**src/rtl/acl_defs.vh**
```
`ifndef ACL_DEFS_VH
`define ACL_DEFS_VH

// Clock rate and timing
`define ACL_CLK_MHZ        100
`define ACL_DELAY_MAX_US   8000
`define ACL_IFRST_NS       40
`define ACL_IFRST_CYC      ((`ACL_IFRST_NS * `ACL_CLK_MHZ) / 1000)

// Register addresses
`define ACL_ADDR_STATUS    6'h00
`define ACL_ADDR_ADCMODE   6'h01
`define ACL_ADDR_IFMODE    6'h02
`define ACL_ADDR_REGCHECK  6'h03
`define ACL_ADDR_DATA      6'h04
`define ACL_ADDR_PINIO     6'h06
`define ACL_ADDR_ID        6'h07

// Reset values
`define ACL_ADCMODE_RST    16'h2000
`define ACL_IFMODE_RST     16'h0000
`define ACL_PINIO_RST      16'h0800
`define ACL_ID_VALUE       16'h5a50

// Command byte
`define ACL_CMD_WEN        7
`define ACL_CMD_RW         6

// conversion_mode_control fields
`define ACL_AM_DLY_HI      10
`define ACL_AM_DLY_LO      8

// interface_mode_control fields
`define ACL_IF_SHORT_WORD_SELECT        0
`define ACL_IF_CRC_HI      3
`define ACL_IF_CRC_LO      2
`define ACL_IF_REGCHK      5
`define ACL_IF_DSTAT       6
`define ACL_IF_DOUTRST     8
`define ACL_IF_HIDE        10
`define ACL_IF_ALTSYNC     12

// pin_io_control fields
`define ACL_PC_DATA0       0
`define ACL_PC_DATA1       1
`define ACL_PC_OPEN0       2
`define ACL_PC_OPEN1       3
`define ACL_PC_IPEN0       4
`define ACL_PC_IPEN1       5
`define ACL_PC_DATA2       6
`define ACL_PC_DATA3       7
`define ACL_PC_ERRDAT      8
`define ACL_PC_ERREN_HI    10
`define ACL_PC_ERREN_LO    9
`define ACL_PC_SYNCEN      11
`define ACL_PC_MUXIO       12
`define ACL_PC_OPEN23      13

// Error pin modes
`define ACL_ERR_OFF        2'b00
`define ACL_ERR_IN         2'b01
`define ACL_ERR_OD         2'b10
`define ACL_ERR_GPO        2'b11

// Checksum polynomial x8+x2+x+1
`define ACL_CRC_POLY       8'h07

`endif

```
**src/rtl/acl_sync2.v**
```verilog
`timescale 1ns/1ns
module acl_sync2 #(
  parameter W = 1
) (
  input  wire         clk_i,
  input  wire         rstn_i,
  input  wire [W-1:0] d_i,
  output reg  [W-1:0] q_o
);
  reg [W-1:0] meta_reg;

  always @(posedge clk_i or negedge rstn_i) begin
    if (!rstn_i) begin
      meta_reg <= {W{1'b1}};
      q_o      <= {W{1'b1}};
    end else begin
      meta_reg <= d_i;
      q_o      <= meta_reg;
    end
  end
endmodule

```
**src/rtl/acl_aux_ctrl.v**
```verilog
`timescale 1ns/1ns
`include "acl_defs.vh"
module acl_aux_ctrl #(
  parameter DELAY_MAX_US = `ACL_DELAY_MAX_US
) (
  // Clock and reset
  input  wire        clk_sys_i,
  input  wire        rstn_i,
  // Serial port
  input  wire        cs_n_i,
  input  wire        sclk_i,
  input  wire        din_i,
  output reg         dout_rdy_o,
  // Sync pin
  input  wire        sync_n_i,
  // General pins
  input  wire [1:0]  pin_in_i,
  output reg  [1:0]  pin_out_o,
  output reg  [1:0]  pin_oe_o,
  output reg  [1:0]  pin23_out_o,
  output reg         pin23_oe_o,
  // Error pin
  input  wire        err_n_in_i,
  output reg         err_n_out_o,
  output reg         err_n_oe_o,
  // Converter core
  input  wire [15:0] ch_en_i,
  input  wire        absorb_ok_i,
  input  wire [19:0] conv_half_cyc_i,
  input  wire        conv_done_i,
  input  wire [23:0] conv_result_i,
  input  wire        conv_over_i,
  input  wire        conv_under_i,
  output reg         filter_rst_o,
  output reg         conv_start_o,
  output reg         absorb_o,
  output reg  [3:0]  channel_o
);
  localparam integer DLY_MAX_RAW = DELAY_MAX_US * `ACL_CLK_MHZ;
  localparam integer IFRST_RAW   = (`ACL_IFRST_CYC < 1) ? 1 : `ACL_IFRST_CYC;
  localparam [19:0] DLY_MAX_CYC = DLY_MAX_RAW[19:0];
  localparam [2:0]  IFRST_CYC   = IFRST_RAW[2:0];
  localparam [1:0] P_CMD = 2'd0, P_DATA = 2'd1, P_CRC = 2'd2, P_DONE = 2'd3;
  localparam [1:0] S_IDLE = 2'd0, S_DELAY = 2'd1, S_CONV = 2'd2, S_WAIT = 2'd3;

  function [4:0] next_ch;
    input [15:0] mask;
    input [3:0]  cur;
    input        first;
    integer      k;
    reg   [4:0]  idx;
    begin
      next_ch = {1'b0, cur};
      for (k = 16; k >= 1; k = k - 1) begin
        idx = first ? (k[4:0] - 5'd1) : ({1'b0, cur} + k[4:0]);
        if (mask[idx[3:0]])
          next_ch = {1'b0, idx[3:0]};
      end
    end
  endfunction

  function [5:0] spi_len;
    input [5:0] addr;
    input       short_word_select;
    input       dstat;
    begin
      case (addr)
        `ACL_ADDR_STATUS:   spi_len = 6'd8;
        `ACL_ADDR_REGCHECK: spi_len = 6'd24;
        `ACL_ADDR_DATA:     spi_len = (short_word_select ? 6'd16 : 6'd24) + (dstat ? 6'd8 : 6'd0);
        default:            spi_len = 6'd16;
      endcase
    end
  endfunction

  wire       cs_s, sclk_s, din_s, sync_s, err_s;
  wire [1:0] pin_s;
  acl_sync2 #(.W(7)) u_sync (
    .clk_i  (clk_sys_i),
    .rstn_i (rstn_i),
    .d_i    ({cs_n_i, sclk_i, din_i, sync_n_i, err_n_in_i, pin_in_i}),
    .q_o    ({cs_s, sclk_s, din_s, sync_s, err_s, pin_s})
  );

  reg [15:0] adcmode_reg, ifmode_reg, pinio_reg;
  reg [1:0]  phase_reg;
  reg [5:0]  cnt_reg, len_reg;
  reg [7:0]  cmd_reg, crc_reg;
  reg [23:0] wsh_reg;
  reg [31:0] sh_reg;
  reg [2:0]  tmr_reg;
  reg        sclk_d_reg, sync_d_reg;
  reg        crc_bad_reg, rd_status_reg, rd_data_reg;
  reg        rdy_n_reg, adc_cond_reg, crc_err_reg, reg_err_reg, alt_pend_reg;
  reg [23:0] data_reg;
  reg [3:0]  data_ch_reg;
  reg [7:0]  sum_ref_reg;
  reg [1:0]  st_reg;
  reg [19:0] dcnt_reg;

  wire       sclk_rise = sclk_s & ~sclk_d_reg;
  wire       sclk_fall = ~sclk_s & sclk_d_reg;
  wire [1:0] err_mode  = pinio_reg[`ACL_PC_ERREN_HI:`ACL_PC_ERREN_LO];
  wire       short_word_select      = ifmode_reg[`ACL_IF_SHORT_WORD_SELECT];
  wire       dstat     = ifmode_reg[`ACL_IF_DSTAT];
  wire       sync_en   = pinio_reg[`ACL_PC_SYNCEN];
  wire       alt_mode  = sync_en & ifmode_reg[`ACL_IF_ALTSYNC];
  wire [7:0] cmd_nxt   = {cmd_reg[6:0], din_s};
  wire [7:0] crc_nxt   = {crc_reg[6:0], 1'b0} ^ ((crc_reg[7] ^ din_s) ? `ACL_CRC_POLY : 8'h00);
  wire [7:0] reg_sum   = adcmode_reg[15:8] ^ adcmode_reg[7:0] ^ pinio_reg[15:8] ^ pinio_reg[7:0];

  wire       adc_err  = adc_cond_reg | ((err_mode == `ACL_ERR_IN) & ~err_s);
  wire [7:0] status   = {rdy_n_reg, adc_err, crc_err_reg, reg_err_reg, data_ch_reg};

  reg [15:0] pinio_rd;
  reg [31:0] rd_val;
  always @* begin
    pinio_rd = pinio_reg;
    if (pinio_reg[`ACL_PC_IPEN0])
      pinio_rd[`ACL_PC_DATA0] = pin_s[0];
    if (pinio_reg[`ACL_PC_IPEN1])
      pinio_rd[`ACL_PC_DATA1] = pin_s[1];
    if (err_mode == `ACL_ERR_IN)
      pinio_rd[`ACL_PC_ERRDAT] = err_s;
    case (cmd_nxt[5:0])
      `ACL_ADDR_STATUS:   rd_val = {24'h000000, status};
      `ACL_ADDR_ADCMODE:  rd_val = {16'h0000, adcmode_reg};
      `ACL_ADDR_IFMODE:   rd_val = {16'h0000, ifmode_reg};
      `ACL_ADDR_REGCHECK: rd_val = {24'h000000, sum_ref_reg};
      `ACL_ADDR_PINIO:    rd_val = {16'h0000, pinio_rd};
      `ACL_ADDR_ID:       rd_val = {16'h0000, `ACL_ID_VALUE};
      `ACL_ADDR_DATA:     rd_val = short_word_select ? (dstat ? {8'h00, data_reg[23:8], status} : {16'h0000, data_reg[23:8]})
                                        : (dstat ? {data_reg, status} : {8'h00, data_reg});
      default:            rd_val = 32'h00000000;
    endcase
  end

  // Serial interface
  always @(posedge clk_sys_i or negedge rstn_i) begin
    if (!rstn_i) begin
      phase_reg     <= P_CMD;
      cnt_reg       <= 6'd0;
      len_reg       <= 6'd0;
      cmd_reg       <= 8'h00;
      crc_reg       <= 8'h00;
      wsh_reg       <= 24'h000000;
      sh_reg        <= 32'h00000000;
      tmr_reg       <= 3'd0;
      sclk_d_reg    <= 1'b1;
      dout_rdy_o    <= 1'b1;
      crc_bad_reg   <= 1'b0;
      rd_status_reg <= 1'b0;
      rd_data_reg   <= 1'b0;
      adcmode_reg   <= `ACL_ADCMODE_RST;
      ifmode_reg    <= `ACL_IFMODE_RST;
      pinio_reg     <= `ACL_PINIO_RST;
    end else begin
      sclk_d_reg    <= sclk_s;
      crc_bad_reg   <= 1'b0;
      rd_status_reg <= 1'b0;
      rd_data_reg   <= 1'b0;
      if (cs_s) begin
        phase_reg  <= P_CMD;
        cnt_reg    <= 6'd0;
        crc_reg    <= 8'h00;
        tmr_reg    <= 3'd0;
        dout_rdy_o <= 1'b1;
      end else if (tmr_reg != 3'd0) begin
        tmr_reg <= tmr_reg - 3'd1;
        if (tmr_reg == 3'd1) begin
          phase_reg <= P_CMD;
          cnt_reg   <= 6'd0;
          crc_reg   <= 8'h00;
        end
      end else begin
        if (phase_reg == P_CMD)
          dout_rdy_o <= rdy_n_reg;
        if (sclk_fall && phase_reg == P_DATA && cmd_reg[`ACL_CMD_RW]) begin
          dout_rdy_o <= sh_reg[31];
          sh_reg     <= {sh_reg[30:0], 1'b0};
        end
        if (sclk_rise) begin
          case (phase_reg)
            P_CMD: begin
              cmd_reg <= cmd_nxt;
              crc_reg <= crc_nxt;
              cnt_reg <= cnt_reg + 6'd1;
              if (cnt_reg == 6'd7) begin
                cnt_reg <= 6'd0;
                len_reg <= spi_len(cmd_nxt[5:0], short_word_select, dstat);
                sh_reg  <= rd_val << (6'd32 - spi_len(cmd_nxt[5:0], short_word_select, dstat));
                if (cmd_nxt[`ACL_CMD_WEN])
                  crc_reg <= 8'h00;
                else
                  phase_reg <= P_DATA;
              end
            end
            P_DATA: begin
              wsh_reg <= {wsh_reg[22:0], din_s};
              crc_reg <= crc_nxt;
              cnt_reg <= cnt_reg + 6'd1;
              if (cnt_reg == len_reg - 6'd1) begin
                cnt_reg <= 6'd0;
                if (cmd_reg[`ACL_CMD_RW]) begin
                  phase_reg     <= P_DONE;
                  rd_status_reg <= (cmd_reg[5:0] == `ACL_ADDR_STATUS);
                  rd_data_reg   <= (cmd_reg[5:0] == `ACL_ADDR_DATA);
                  if (!ifmode_reg[`ACL_IF_DOUTRST])
                    tmr_reg <= IFRST_CYC;
                end else if (ifmode_reg[`ACL_IF_CRC_HI:`ACL_IF_CRC_LO] != 2'b00) begin
                  phase_reg <= P_CRC;
                end else begin
                  phase_reg <= P_CMD;
                  crc_reg   <= 8'h00;
                  case (cmd_reg[5:0])
                    `ACL_ADDR_ADCMODE: adcmode_reg <= {wsh_reg[14:0], din_s};
                    `ACL_ADDR_IFMODE:  ifmode_reg  <= {wsh_reg[14:0], din_s};
                    `ACL_ADDR_PINIO:   pinio_reg   <= {wsh_reg[14:0], din_s};
                    default:           pinio_reg   <= pinio_reg;
                  endcase
                end
              end
            end
            P_CRC: begin
              crc_reg <= crc_nxt;
              cnt_reg <= cnt_reg + 6'd1;
              if (cnt_reg == 6'd7) begin
                cnt_reg   <= 6'd0;
                phase_reg <= P_CMD;
                crc_reg   <= 8'h00;
                if (crc_nxt != 8'h00)
                  crc_bad_reg <= 1'b1;
                else begin
                  case (cmd_reg[5:0])
                    `ACL_ADDR_ADCMODE: adcmode_reg <= wsh_reg[15:0];
                    `ACL_ADDR_IFMODE:  ifmode_reg  <= wsh_reg[15:0];
                    `ACL_ADDR_PINIO:   pinio_reg   <= wsh_reg[15:0];
                    default:           pinio_reg   <= pinio_reg;
                  endcase
                end
              end
            end
            default: phase_reg <= phase_reg;
          endcase
        end
      end
    end
  end

  // Error flags
  always @(posedge clk_sys_i or negedge rstn_i) begin
    if (!rstn_i) begin
      crc_err_reg <= 1'b0;
      reg_err_reg <= 1'b0;
      sum_ref_reg <= 8'h00;
    end else begin
      if (crc_bad_reg)
        crc_err_reg <= 1'b1;
      else if (rd_status_reg)
        crc_err_reg <= 1'b0;
      if (!ifmode_reg[`ACL_IF_REGCHK]) begin
        sum_ref_reg <= reg_sum;
        reg_err_reg <= 1'b0;
      end else if (reg_sum != sum_ref_reg)
        reg_err_reg <= 1'b1;
    end
  end

  // Conversion sequencing
  wire [19:0] dly_cyc  = (adcmode_reg[`ACL_AM_DLY_HI:`ACL_AM_DLY_LO] == 3'd0) ? 20'd0 :
                         (DLY_MAX_CYC >> (3'd7 - adcmode_reg[`ACL_AM_DLY_HI:`ACL_AM_DLY_LO]));
  wire        dly_wait = (dly_cyc != 20'd0) &&
                         (ifmode_reg[`ACL_IF_HIDE] || !(absorb_ok_i && dly_cyc < conv_half_cyc_i));
  wire        hold     = sync_en & ~alt_mode & ~sync_s;
  wire [4:0]  ch_next  = next_ch(ch_en_i, channel_o, 1'b0);
  wire [4:0]  ch_first = next_ch(ch_en_i, channel_o, 1'b1);
  wire [23:0] rnd16    = (conv_result_i[23:8] == 16'hffff) ? 24'hffff00 :
                         {conv_result_i[23:8] + {15'h0000, conv_result_i[7]}, 8'h00};

  always @(posedge clk_sys_i or negedge rstn_i) begin
    if (!rstn_i) begin
      st_reg       <= S_IDLE;
      dcnt_reg     <= 20'd0;
      filter_rst_o <= 1'b1;
      conv_start_o <= 1'b0;
      absorb_o     <= 1'b0;
      channel_o    <= 4'h0;
      sync_d_reg   <= 1'b1;
      alt_pend_reg <= 1'b0;
      rdy_n_reg    <= 1'b1;
      adc_cond_reg <= 1'b0;
      data_reg     <= 24'h000000;
      data_ch_reg  <= 4'h0;
    end else begin
      sync_d_reg   <= sync_s;
      conv_start_o <= 1'b0;
      filter_rst_o <= 1'b0;
      if (rd_data_reg)
        rdy_n_reg <= 1'b1;
      if (alt_mode && sync_d_reg && !sync_s)
        alt_pend_reg <= 1'b1;
      // Also parks on a disabled channel, as after reset
      if (hold || !ch_en_i[channel_o]) begin
        st_reg       <= S_IDLE;
        filter_rst_o <= 1'b1;
        channel_o    <= ch_first[3:0];
        alt_pend_reg <= 1'b0;
      end else begin
        case (st_reg)
          S_IDLE, S_WAIT: begin
            if (st_reg == S_IDLE || sync_s) begin
              absorb_o <= (dly_cyc != 20'd0) && !dly_wait;
              dcnt_reg <= dly_cyc;
              if (dly_wait)
                st_reg <= S_DELAY;
              else begin
                st_reg       <= S_CONV;
                conv_start_o <= 1'b1;
              end
            end
          end
          S_DELAY: begin
            dcnt_reg <= dcnt_reg - 20'd1;
            if (dcnt_reg == 20'd1) begin
              st_reg       <= S_CONV;
              conv_start_o <= 1'b1;
            end
          end
          S_CONV: begin
            if (conv_done_i) begin
              adc_cond_reg <= conv_over_i | conv_under_i;
              data_reg     <= conv_over_i ? 24'hffffff : conv_under_i ? 24'h000000 :
                              short_word_select ? rnd16 : conv_result_i;
              data_ch_reg  <= channel_o;
              rdy_n_reg    <= 1'b0;
              channel_o    <= ch_next[3:0];
              if (alt_pend_reg) begin
                alt_pend_reg <= 1'b0;
                st_reg       <= S_WAIT;
              end else
                st_reg <= S_IDLE;
            end
          end
          default: st_reg <= S_IDLE;
        endcase
      end
    end
  end

  // Pin drivers
  always @(posedge clk_sys_i or negedge rstn_i) begin
    if (!rstn_i) begin
      pin_out_o   <= 2'b00;
      pin_oe_o    <= 2'b00;
      pin23_out_o <= 2'b00;
      pin23_oe_o  <= 1'b0;
      err_n_out_o <= 1'b1;
      err_n_oe_o  <= 1'b0;
    end else begin
      if (!pinio_reg[`ACL_PC_MUXIO] || conv_start_o) begin
        pin_out_o   <= {pinio_reg[`ACL_PC_DATA1], pinio_reg[`ACL_PC_DATA0]};
        pin23_out_o <= {pinio_reg[`ACL_PC_DATA3], pinio_reg[`ACL_PC_DATA2]};
      end
      pin_oe_o   <= {pinio_reg[`ACL_PC_OPEN1], pinio_reg[`ACL_PC_OPEN0]};
      pin23_oe_o <= pinio_reg[`ACL_PC_OPEN23];
      case (err_mode)
        `ACL_ERR_GPO: begin
          err_n_out_o <= pinio_reg[`ACL_PC_ERRDAT];
          err_n_oe_o  <= 1'b1;
        end
        `ACL_ERR_OD: begin
          err_n_out_o <= 1'b0;
          err_n_oe_o  <= adc_err | crc_err_reg | reg_err_reg;
        end
        default: begin
          err_n_out_o <= 1'b1;
          err_n_oe_o  <= 1'b0;
        end
      endcase
    end
  end
endmodule

```
**config.mk**
```make
export PLATFORM = sky130hd
export DESIGN_NAME = acl_aux_ctrl
export DESIGN_NICKNAME = d
export VERILOG_FILES = /design/src/rtl/acl_sync2.v /design/src/rtl/acl_aux_ctrl.v
export VERILOG_INCLUDE_DIRS = /design/src /design/src/rtl
export SDC_FILE = /design/constraint.sdc
export NUM_CORES = 1
export LEC_CHECK = 0
export BUFFER_PORTS_ARGS = -buffer_cell sky130_fd_sc_hd__buf_4
export CAP_MARGIN = 20
export CORE_MARGIN = 3
export CORE_UTILIZATION = 35
export CTS_BUF_LIST = sky130_fd_sc_hd__clkbuf_4 sky130_fd_sc_hd__clkbuf_8
export CTS_CLUSTER_SIZE = 12
export DETAILED_ROUTE_END_ITERATION = 8
export PLACE_DENSITY = 0.63
export SYNTH_ARGS = -nofsm -noshare
export SYNTH_HDL_FRONTEND = slang
export SYNTH_SLANG_ARGS = --single-unit
```
**constraint.sdc**
```tcl
create_clock -name clk_sys_i -period 6.5 [get_ports clk_sys_i]
set_clock_uncertainty 0.15 [all_clocks]
set_input_delay 0.975 -clock clk_sys_i [delete_from_list [all_inputs] [get_ports clk_sys_i]]
set_output_delay 0.975 -clock clk_sys_i [all_outputs]
set_load 0.02 [all_outputs]
```
==> results of run 1 <==
## metal layers
| metal | wire length, um | track usage (%) |
|---|---|---|
| met3 | 2520 | 3.63 |
| met1 | 19500 | 25.3 |
| met4 | 1270 | 6.38 |
| met2 | 21100 | 32.3 |
| met5 | 0 | 0 |
## worst min path at each step
stage	cells past startpoint	slack (ns)	startpoint	end
after floorplan	0	0.20	u_sync.meta_reg[0]	u_sync.q_o[0]
after global placement	0	0.20	u_sync.meta_reg[3]	u_sync.q_o[3]
after detailed placement	0	0.20	u_sync.meta_reg[3]	u_sync.q_o[3]
after CTS	0	0.20	u_sync.meta_reg[5]	u_sync.q_o[5]
after global routing	0	0.21	u_sync.meta_reg[3]	u_sync.q_o[3]
final	0	0.21	u_sync.meta_reg[3]	u_sync.q_o[3]
## layout make-up
class	count	area, um2	share of cell area [%]
inverters	65	245	1.42
clock buffers	57	722	4.19
repair buffers	116	886	5.14
diodes	1	2.50	0.0145
clock inverters	19	305	1.77
well taps	539	674	3.91
multi-input cells	1315	8760	50.8
flip-flops and latches	224	5630	32.7
## power by group
| group | switching (mW) | total (mW) | internal [mW] |
|---|---|---|---|
| clock | 0.635 | 1.68 | 1.04 |
| sequential | 0.345 | 2.01 | 1.66 |
| combinational | 2.49 | 3.99 | 1.51 |
## Yosys cell counts, types with 26 or more instances
cell	instances
a21oi_1	176
a31oi_1	27
clkbuf_1	77
dfrtp_1	202
ha_1	48
inv_1	60
mux2_2	49
mux2i_1	74
nand2_1	164
nand3_1	46
nor2_1	154
nor3_1	33
o21ai_0	140
o22ai_1	32
xnor2_1	36
xor2_1	26
## per-stage QoR
stage	setup slack (ns)	utilization, %	instance area (um2)	cells
CTS	1.81	40.7	17200	2330
global placement	1.74	38.3	16200	2254
floorplan	2.41	-	15100	1710
detailed placement	1.80	38.3	16200	2254
global route	1.52	40.8	17200	2335
finish	1.77	40.8	17200	2336
## cells by family after synthesis
family	count (synthesis)	synth area share [%]
adders and majority gates	48	3.98
xor gates and xnor gates	64	3.89
DFF	224	37.4
buffers and inverters	171	4.65
muxes	148	12.1
AOI/OAI and AO/OA	536	21.9
and+or+nand+nor	519	16.1
## worst max-delay path, stage by stage, from the launching register on
cell	delay [ns]
dfrtp_1	0.33
buf_4	0.36
inv_1	0.23
ha_1	0.81
mux4_2	0.47
mux2_2	0.33
mux2i_2	0.46
nor3b_1	0.11
a311oi_1	0.58
a31oi_1	0.25
nor4_1	0.26
o21ai_0	0.14
mux2i_1	0.14
==> impl.org, run 1 <==
** Status
- The run finished with clean final reports.

** Cells and area
- P&R area growth vs syn :: 14.3%
- Proportion of layout cells with a drive suffix above 1 :: 17.1%
- Most used cells in the layout excluding fill and tap cells :: dfrtp_1, a21oi_1, nand2_1, nor2_1, o21ai_0
- After the last flow step, the layout net total stands at 1884.
- Fill cell total of the finished layout :: 4200
- Most common cell after layout, fill and taps aside :: dfrtp_1
- Max reg flops :: 32

** Power and ir drop
- Post-layout power :: 7.68 mW
- IR analysis of the VDD net gives a maximum drop of 0.273 mV.
- Power per standard cell area :: 446 nW/um2
- Summed over all cells, the static leakage comes to 7.36 nW.

** Critical path
- STA classifies the critical path startpoint as a register.
- The endpoint identified for the worst register-to-register timing path is channel_o[2].
- Maximum fanout encountered on the critical timing path :: 28
- Critical Setup Path Class :: reg -> reg
- The startpoint identified for the worst register-to-register timing path is channel_o[1].
- Register-to-Register Path Depth :: 12
- Kind of end point of the critical path :: register
- Setup slack of the worst register-to-register path :: 1.77 ns
- Origin of the worst setup path :: channel_o[1]
- End point of the critical path :: channel_o[2]
- Data arrival time at the worst-slack endpoint :: 5.05 ns
- Required time of the critical path :: 6.83 ns

** Timing
- Final number of hold-violating endpoints :: 0
- After routing, the total negative slack on setup checks comes to 0 ns.
- For this run, the top clock speed supported by timing is 0.211 GHz.
- Setup violations remaining at the end of the flow were counted as 0.
- Unrepaired setup endpoints after global routing :: no
- Across all hold checks on the routed design, the worst slack comes to 0.205 ns.
- Of the available clock period, the critical path in the final layout requires 72.8%.
- The worst path in the final design needs a cycle of 4.73 ns, including I/O delays and setup.
- Transition at the pin with the smallest max-transition slack :: 0.977 ns
- Final number of max-transition violations :: 0
- Headroom to the max-slew limit came out at 34.9%.

** Clock network
- Count of buffers added by post-CTS timing repair for setup :: 0
- Clock tree from TritonCTS :: yes
- The cell sitting at the root of the clock tree is a clkbuf_8.
- Max clock buf depth :: 3
- Total CTS buffers :: 41
- Total of cells resized after clock tree synthesis :: 0
- Clock-pin slew was measured on the worst setup and hold paths at 0.06 ns.
- Post-cts hold buffer count :: 0
- The clock tree synthesis step divided the H-tree into 2 levels.
- The later pin in the worst-skew pair is clocked with a latency of 0.57 ns.
- The clock net in this run drives a total of 224 sinks.

** Global routing
- GR Util All Layers :: 19.3%
- Entering global routing, the biggest net connects 99 pins.
- Global-route wire length before repair :: 71000 um
- Aggregate global routing overflow :: 0
- The number of global-route vias before repair was 13169.
- Number of antenna violations at the first check in global routing :: 1

** Detailed routing
- Routed Wire Length :: 44400 um
- Wire length per cell after detailed routing :: 19.0 um
- Drt first-iter violations :: 1200
- Total number of vias :: 13407
- Remaining design rule violation count :: 0
- The first TritonRoute pass finished after 5 iterations.
- Via count normalized by instance count :: 5.74
- Final ANT Viol Nets :: 0

** Synth
- Of all flip-flops after synthesis, the portion carrying an async set or reset was 100%.
- In this run, synthesis inferred 0 flip-flops with an integrated enable.
- Of all cell types, the one taking the most synthesized area is dfrtp_1.
- Sequential area share after synthesis :: 37.4%
- Yosys printed 0 warnings.
- Number of instances in the synthesized netlist :: 1710
- Summed over its instances, the top area cell type makes up 33.5% of the synthesized netlist area.
- Average instance area after synthesis :: 8.82 um2
- Seq cells post-synth :: 224
- When the netlist entered floorplanning its net count stood at 1831.
- Yosys attributes the largest share of cell area to dfrtp_1, a21oi_1, mux2i_1, o21ai_0, nand2_1.
- The netlist uses 87 different library cells.
- In the synthesized netlist the dominant register cell turns out to be dfrtp_1.
- The synthesized netlist occupies a cell area of 15100 um2.

** Placement
- Detailed placer's ending HPWL :: 32400 um
- IO buf count :: 89
- Routability-driven placement finished with a final weighted congestion of 0.909.

** Floorplan
- The total area inside the core boundary comes to 42200 um2.
- Boundary pin count :: 90
- Initial Utilization :: 35.7%
- Rows :: 75
- X dimension of the die :: 214 um
- Floorplan die height :: 214 um
- The die covers 45600 um2.

** Min path
- The worst hold path belongs to the class reg -> reg.

** Flow run
- Across the run, the number of max-cap violations was 0.
Note: power is estimated with default switching activity, not from simulation.
==> run 2: changes to the inputs <==
--- a/config.mk
+++ b/config.mk
@@ -6,6 +6,7 @@
 export SDC_FILE = /design/constraint.sdc
 export NUM_CORES = 1
 export LEC_CHECK = 0
+export ABC_AREA = 1
 export BUFFER_PORTS_ARGS = -buffer_cell sky130_fd_sc_hd__buf_4
 export CAP_MARGIN = 20
 export CORE_MARGIN = 3
@@ -13,7 +14,7 @@
 export CTS_BUF_LIST = sky130_fd_sc_hd__clkbuf_4 sky130_fd_sc_hd__clkbuf_8
 export CTS_CLUSTER_SIZE = 12
 export DETAILED_ROUTE_END_ITERATION = 8
-export PLACE_DENSITY = 0.63
+export PLACE_DENSITY = 0.65
 export SYNTH_ARGS = -nofsm -noshare
 export SYNTH_HDL_FRONTEND = slang
 export SYNTH_SLANG_ARGS = --single-unit
==> constraint.sdc (replaced) <==
create_clock -name clk_sys_i -period 3.9 [get_ports clk_sys_i]
set_clock_uncertainty 0.15 [all_clocks]
set_input_delay 0.585 -clock clk_sys_i [delete_from_list [all_inputs] [get_ports clk_sys_i]]
set_output_delay 0.585 -clock clk_sys_i [all_outputs]
set_load 0.02 [all_outputs]
==> run 2 against run 1 <==
Final cell count rose by 17%. Cell area shrank 0.73%. Sequential cell count is the same. Global-route usage up 0.55 points. Sequential share of layout area up 0.24 points. Clock-buffer cell count is 5 higher. Critical path depth rose by 5. Worst hold slack got worse by 0.080 ns. Register-to-register slack worse by 1.4 ns. Routed wire length rose by 0.68%. First-iteration DRC count rose by 4.7%. Via count grew 8.2%. Critical path type unchanged.
==> impl.org, run 2 <==
** Clock network
- Clock Sink Count :: 224
- Clock-pin slew was measured on the worst setup and hold paths at 0.05 ns.
- In this run the number of H-tree levels came out at 2.
- For the worst-skew pair, the clock arrives at the later sink with an insertion delay of 0.55 ns.
- In this run, CTS created clock tree buffers numbering 42.
- TritonCTS built the clock tree.
- Max clock buf depth :: 3
- Count of buffers added by post-CTS timing repair for setup :: 0
- CTS placed an instance of clkbuf_8 at the clock tree root.

** Floorplan
- The initial utilization of the core area, before any placement, comes to 35.8%.
- Floorplan die height :: 212 um
- Rows :: 74
- Floorplan Core Area :: 41400 um2
- Pin placement for this block handled 90 I/O pins.
- X dimension of the die :: 212 um
- Die Outline Area :: 44900 um2

** Cells and area
- Cells fill 41.3% of the core in the end.
- The finished layout holds 2730 standard cells, fillers aside.
- Most used cells in the layout excluding fill and tap cells :: nand2_1, o21ai_0, inv_1, dfrtp_1, nor2_1
- The number of antenna diodes in the final layout is 0.
- Of the cells placed in the final design, the portion with a size suffix greater than 1 is 11.9%.
- P&R area growth vs syn :: 15.3%
- Most common cell after layout, fill and taps aside :: nand2_1
- The register with the most flip-flops in the layout has 32 of them.
- After the last flow step, the layout net total stands at 2289.
- After routing the design area is 17100 um2.

** Global routing
- Number of global-route vias before repair :: 13728
- Entering global routing, the biggest net connects 106 pins.
- After global routing the overflow that remains totals 0.
- The number of antenna violations at the first check in global routing was 3.
- GR Util All Layers :: 19.8%
- The first global-routing pass estimated 72300 um of wire.

** Timing
- The worst path meets setup with 0.391 ns of slack.
- On the final layout, the worst hold slack is 0.125 ns.
- Setup-violating endpoint count in the final report :: 0
- Measured against its own limit, the worst slew margin works out to 37.8%.
- Unrepaired setup endpoints after global routing :: no
- The hold violation total from the final report is 0.
- At the pin with the least slew margin, the transition time is 0.918 ns.
- In the finished design, the share of the clock period the worst path needs comes to 90.0%.
- Setup TNS :: 0 ns
- Derived from the worst setup path, the maximum achievable clock frequency is 0.285 GHz.
- Subtracting the final worst setup slack from the clock period gives 3.51 ns.
- Final number of max-transition violations :: 0

** Detailed routing
- The routed design uses 2940 um of met3 wire.
- The detailed router finished its first iteration with 1256 violations.
- In the routed layout, each cell is associated on average with a via count of 5.31.
- Met2 routed wirelength :: 19900 um
- After detailed routing, the number of remaining DRC violations is 0.
- Post-route met1 wirelength :: 20600 um
- Detailed Routing Iterations Pass 1 :: 7
- Wire length per cell after detailed routing :: 16.4 um
- Top routing layer used :: met5
- For this block, the routed nets add up to 44700 um of wire.
- For this block, the via count after detailed routing is 14506.
- The detail route stage leaves a number of antenna-violating nets equal to 0.

** Synth
- Nets in the synthesized netlist :: 2199
- Sequential area share after synthesis :: 38.0%
- Number of instances in the synthesized netlist :: 2078
- Most common flop cell mapped by yosys :: dfrtp_1
- The commonest cells after synthesis are nand2_1, o21ai_0, inv_1.
- Average instance area after synthesis :: 7.14 um2
- Number of flops mapped to enable cells by yosys :: 0
- Synth warnings :: 0
- Fraction of registers with async set/reset :: 100%
- Number of unique standard cell types used by synthesis :: 58
- Area share of the largest cell type after synthesis :: 34.1%
- In the post-synthesis netlist, the biggest area contributors are dfrtp_1, nand2_1, o21ai_0, inv_1, ha_1.
- Cell area after synthesis :: 14800 um2
- nand2_1 is the most common cell in the netlist.
- Seq cells post-synth :: 224
- The synthesized design spends more area on one cell type than any other, namely dfrtp_1.

** Power and ir drop
- The completed layout was analyzed and its total power is 14.9 mW.
- The share of total power dissipated in sequential elements is 25.4%.
- Combinational share of power :: 57.4%
- In this run the power density over the cells is 873 nW/um2.
- The analysis attributes to cell leakage a power of 7.96 nW.
- Of the total power, the clock network draws 17.2%.
- The internal portion of the total power is 7.40 mW.
- Net switching power figure :: 7.53 mW
- Of the total power, the share spent switching nets is 50.4%.
- Peak VDD IR :: 0.371 mV

** Min path
- In this run the worst hold path is classified as in -> reg.

** Critical path
- For the worst setup path, the data required time is 4.17 ns.
- STA classifies the critical path startpoint as a register.
- STA puts the critical path data arrival time at 3.78 ns.
- The worst setup path is captured at a register.
- By startpoint and endpoint, the worst setup path is classified as reg -> reg.
- Maximum fanout encountered on the critical timing path :: 7

** Placement
- IO buf count :: 89
- Summed over all nets, the half-perimeter wirelength after detailed placement is 33100 um.
- The congestion estimate from routability-driven global placement came to 0.949.
- Post-detailed-placement cell area :: 16100 um2
- After detailed placement, the design holds a cell count of 2648.
- Pre-CTS worst setup slack :: 0.469 ns

** Status
- Result of the run :: finished clean

** Flow run
- Across the run, the number of max-cap violations was 0.
run 2: cell types whose count changed after synthesis, moves of 20 or more:
cell | previous run | this run
mux2i_1 | 74 | 3
nor2b_1 | 22 | 0
o21ai_0 | 140 | 283
nand2_1 | 164 | 505
nand3_1 | 46 | 116
a21oi_1 | 176 | 93
mux4_2 | 21 | 0
inv_1 | 60 | 247
clkbuf_1 | 77 | 54
mux2_2 | 49 | 1
o211ai_1 | 7 | 27
run 2: path summary, 6_finish.rpt:
path | from | endpoint | slack [ns] | depth (start not counted)
worst max-delay path | adcmode_reg[8] | st_reg[0] | 0.39 | 17
worst min-delay path | conv_done_i | alt_pend_reg | 0.13 | 2
worst max register to register | adcmode_reg[8] | st_reg[0] | 0.39 | 17
worst min register to register | u_sync.meta_reg[2] | u_sync.q_o[2] | 0.21 | 0
max in group asynchronous | rstn_i | u_sync.meta_reg[2] | 2.16 | 3
min in group asynchronous | rstn_i | channel_o[0] | 0.47 | 2
run 2: kinds of logic after synthesis:
logic type      count (synthesis)  share of synthesized area [%]
fa+ha+maj                      48                           4.05
xor+xnor                       55                           3.30
mux                             4                          0.278
buf+inv                       353                           9.29
flops                         224                           38.0
simple gates                  836                           23.3
compound gates                558                           21.8
run 2: what timing repair did:
action | in CTS | in global routing
gates resized for setup | 0 | 0
hold buffers | 8 | 0
hold endpoints to repair | 104 | 0
run 2: per-layer routing:
metal | vias up | global-route usage, %
met1 | 6791 | 28.1
met4 | 6 | 6.10
met2 | 494 | 31.1
li1 | 7131 | -
met3 | 84 | 3.36
met5 | - | 0
run 2: critical path, stage by stage (launching register included):
cell	delay, ns
dfrtp_1	0.49
inv_1	0.19
ha_1	0.28
nor2_1	0.18
inv_1	0.11
o22ai_1	0.39
ha_1	0.33
nand2_1	0.09
o21a_1	0.12
o21ai_0	0.12
a221oi_1	0.27
nand3_1	0.13
nor2_1	0.13
nor2_1	0.06
nand2_1	0.10
o21ai_0	0.09
nand3_1	0.07
o21ai_0	0.09
run 2: final cells by class:
type	count	area, um2
fill	4243	24300
multi-input combinational	1501	7830
sequential	224	5630
timing repair buffer	130	1030
inverter	269	1010
clock buffer	62	772
tap	532	666
clock inverter	12	166
run 2: power by group through the flow:
| stage | sequential, mW | clock, mW | combinational [mW] |
|---|---|---|---|
| global placement | 3.79 | 0 | 8.30 |
| global route | 3.88 | 2.74 | 9.65 |
| floorplan | 3.64 | 0 | 6.23 |
| CTS | 3.78 | 2.62 | 8.48 |
| detailed placement | 3.81 | 0 | 8.43 |
| finish | 3.79 | 2.56 | 8.57 |
==> run 3: changes to the inputs <==
--- a/config.mk
+++ b/config.mk
@@ -17,4 +17,5 @@
 export PLACE_DENSITY = 0.65
 export SYNTH_ARGS = -nofsm -noshare
 export SYNTH_HDL_FRONTEND = slang
+export SYNTH_HIERARCHICAL = 1
 export SYNTH_SLANG_ARGS = --single-unit
==> run 3 against run 2 <==
Worst hold slack improved by 0.0030 ns. Critical path depth increased by 2. Highest routed layer is now met4. Clock power decreased by 7.8%. Synthesized area increased by 2.8%. Synthesized cell count increased by 0.48%.
==> impl.org, run 3 <==
** Status
- The flow ran to the end, and the final reports show no timing, DRC or antenna violations.

** Floorplan
- The core region is 42500 um2.
- Rows :: 75
- Boundary pin count :: 90
- Floorplan die height :: 215 um
- The floorplan step defined a die boundary enclosing 46100 um2.
- Once the floorplan was initialized, standard cells occupied 35.9% of the core.
- X dimension of the die :: 215 um

** Critical path
- Data arrival time at the worst-slack endpoint :: 3.75 ns
- STA classifies the critical path endpoint as a register.
- Maximum fanout encountered on the critical timing path :: 7
- Required time of the critical path :: 4.17 ns
- For this design, the slowest cell found on the critical path is dfrtp_1.
- The setup path with the least slack is of type reg -> reg.
- For this run, the slowest stage of the critical path takes 0.48 ns.
- Together, buffers and inverters on the worst path number 3.
- Broken down by cell family, the worst path's largest delay share belongs to compound AO/OA/AOI/OAI gates.
- Traced cell by cell, the critical path runs through inv_1 > ha_1 > nor2_1 > inv_1 > nor2_1 > nor2_1 > inv_1 > ha_1 > a21oi_1 > o21ai_0 > a21oi_1 > o21ai_0 > a21oi_1 > o221a_2 > nor2_1 > nand2_1 > o21ai_0 > nand3_1 > o21ai_0.
- CP startpoint kind :: register

** Cells and area
- Proportion of layout cells with a drive suffix above 1 :: 14.5%
- Multi-input logic area :: 8260 um2
- The library cells used most frequently in the layout, excluding fill and tap cells, are nand2_1, o21ai_0, inv_1, dfrtp_1, nor2_1.
- Fill cell total of the finished layout :: 4365
- Leaving out fill and tap cells, the most frequent cell in the layout is nand2_1.
- The net count of the finished layout is 2306.
- Across the whole layout, storage elements account for 5630 um2.
- The finished layout holds 2791 standard cells, fillers aside.
- P&R area growth vs syn :: 14.7%
- Max reg flops :: 32

** Timing
- Final number of max-transition violations :: 0
- Share of the clock period used by the worst path after layout :: 89.2%
- Setup-violating endpoint count in the final report :: 0
- The hold violation total from the final report was 0.
- Final worst path period need :: 3.48 ns
- Derived from the worst setup path, the maximum achievable clock frequency is 0.287 GHz.
- Transition at the pin with the smallest max-transition slack :: 0.992 ns
- Setup TNS :: 0 ns
- Unrepaired setup endpoints after global routing :: no
- Across all hold checks on the routed design, the worst slack comes to 0.128 ns.
- Relative slew slack :: 33.6%

** Clock network
- In this run, CTS created clock tree buffers numbering 41.
- Clock-pin slew on the worst setup and hold paths :: 0.06 ns
- Count of buffers added by post-CTS timing repair for setup :: 0
- CTS saw 224 sinks.
- No sink is reached through more buffers than the 3 on the longest clock path.
- Clock insertion delay at the later pin of the skew report :: 0.58 ns
- Clock tree from TritonCTS :: yes
- Once the clock tree was built, the resizer swapped 0 gates to a different size.
- In this run the clock root is driven by a clkbuf_8.
- The H-tree was split into 2 levels.
- Post-cts hold buffer count :: 8

** Global routing
- The first global-routing pass estimated 75500 um of wire.
- Global routing used 19.8% of the available tracks across all layers.
- Pin count of the biggest net entering global routing :: 86
- The number of antenna violations at the first check in global routing was 1.
- Aggregate global routing overflow :: 0
- Number of global-route vias before repair :: 14015

** Synth
- In this run, synthesis produced a sequential element count of 224.
- Post-synth top area cell :: dfrtp_1
- Cell area after synthesis :: 15200 um2
- Area share of the largest cell type after synthesis :: 33.2%
- Sorting the synthesized cells by area gives the leading types as dfrtp_1, nand2_1, o21ai_0, inv_1, ha_1.
- Number of unique standard cell types used by synthesis :: 76
- Nets in the synthesized netlist :: 2210
- By count the netlist is led by nand2_1, o21ai_0, inv_1.
- Sequential area share after synthesis :: 36.9%
- For this run, the leading register cell type out of synthesis is dfrtp_1.
- In this run, synthesis inferred 0 flip-flops with an integrated enable.
- Fraction of registers with async set/reset :: 100%
- Yosys printed 6 warnings.
- Number of instances in the synthesized netlist :: 2088
- Most used standard cell by instance count after synthesis :: nand2_1
- Dividing the synthesized area by the synthesized cell count gives 7.30 um2.

** Detailed routing
- Via count normalized by instance count :: 5.24
- In the final routed layout, each cell accounts on average for 16.7 um.
- The pre-antenna-repair detailed-routing pass consisted of 6 iterations.
- The count of nets left with antenna violations once routing finished came out at 0.
- Remaining design rule violation count :: 0
- Length of routed met3 wiring :: 2480 um
- Met2 routed wirelength :: 21100 um
- After the first detailed-routing iteration, the DRC count stood at 1353.
- Routed Wire Length :: 46500 um
- The final route contains 14620 vias.
- In the final routing, the length of wire on met1 measures 21800 um.
- The detailed router used layers up to and including met4.

** Power and ir drop
- Sequential cells account for 25.1% of the total power.
- Leakage power figure :: 8.16 nW
- Cell internal power dissipation :: 7.17 mW
- For this design the total switching power over the nets is 7.45 mW.
- Total power for the finished layout comes to 14.6 mW.
- The clock network burns 16.2% of the power.
- Combinational cells account for 58.7% of the total power.
- In this run the power density over the cells is 836 nW/um2.
- Peak VDD IR :: 0.406 mV
- Switching Fraction :: 51.0%

** Placement
- At the end of routability-driven placement, the weighted congestion stood at 0.955.
- Detailed placer's ending HPWL :: 35100 um
- IO buf count :: 89
- Total instance count after detailed placement :: 2710

** Flow run
- Max-capacitance violation count :: 0

** Min path
- The path class of the tightest hold or removal check is in -> reg.
==> run 3: changes by cell type in the layout (fill, tap and decap cells not counted), sizes merged, moves of 9 or more <==
cell / previous run / this run
nand2: 510 / 526
o211ai: 27 / 38
nand3: 116 / 91
inv: 266 / 251
xor2: 36 / 27
nor2: 157 / 175
o21ai: 293 / 276
nor3: 27 / 37
==> run 3: logic make-up after synthesis <==
group,Yosys count,synth area share (%)
and+or+nand+nor,865,24.4
AOI/OAI and AO/OA,552,21.5
buffers and inverters,335,8.91
DFF,224,36.9
xor gates and xnor gates,51,3.37
adders and majority gates,49,4.02
muxes,12,0.821
==> run 3: worst paths after layout <==
check / depth (start not counted) / slack (ns) / end / start
worst max-delay path: 19 / 0.42 / st_reg[0] / adcmode_reg[9]
worst min-delay path: 3 / 0.13 / data_reg[5] / conv_result_i[5]
worst max register to register: 19 / 0.42 / st_reg[0] / adcmode_reg[9]
worst min register to register: 0 / 0.20 / u_sync/q_o[5] / u_sync/meta_reg[5]
max in group asynchronous: 3 / 2.17 / u_sync/meta_reg[0] / rstn_i
min in group asynchronous: 2 / 0.46 / dcnt_reg[6] / rstn_i
==> run 3: through the flow <==
step	setup WS [ns]	util, %	instance area [um2]
2_1_floorplan	0.778	-	15200
3_3_place_gp	0.624	38.9	16500
3_5_place_dp	0.484	38.9	16500
4_1_cts	0.459	41.1	17500
5_1_grt	0.0734	41.1	17500
6_report	0.420	41.1	17500
==> run 3: routing by layer <==
metal  vias to the layer above  track usage (%)
li1                       7187                -
met1                      6890             28.2
met3                        78             2.50
met2                       465             31.8
met4                         0             5.43
met5                         -                0
==> run 3: layout make-up <==
class | instances | share of cell area [%]
Clock inverter | 7 | 0.358
Clock buffer | 65 | 4.54
Tap cell | 577 | 4.13
Multi-Input combinational cell | 1529 | 47.3
Inverter | 253 | 5.47
Sequential cell | 224 | 32.2
Timing Repair Buffer | 135 | 6.02
Antenna cell | 1 | 0.0143
==> run 3: power by group through the flow <==
stage	clock network (mW)	registers, mW	logic (mW)
floorplan	0	3.52	6.30
global placement	0	3.69	8.41
detailed placement	0	3.70	8.50
CTS	2.43	3.66	8.53
global route	2.53	3.76	9.69
finish	2.36	3.67	8.58
==> run 3: worst register-to-register path, cell delays in order, from the launching register on <==
cell,delay (ns)
dfrtp_1,0.48
inv_1,0.18
ha_1,0.24
nor2_1,0.27
inv_1,0.13
nor2_1,0.21
nor2_1,0.09
inv_1,0.08
ha_1,0.24
a21oi_1,0.15
o21ai_0,0.09
a21oi_1,0.19
o21ai_0,0.12
a21oi_1,0.17
o221a_2,0.22
nor2_1,0.05
nand2_1,0.07
o21ai_0,0.08
nand3_1,0.07
o21ai_0,0.07
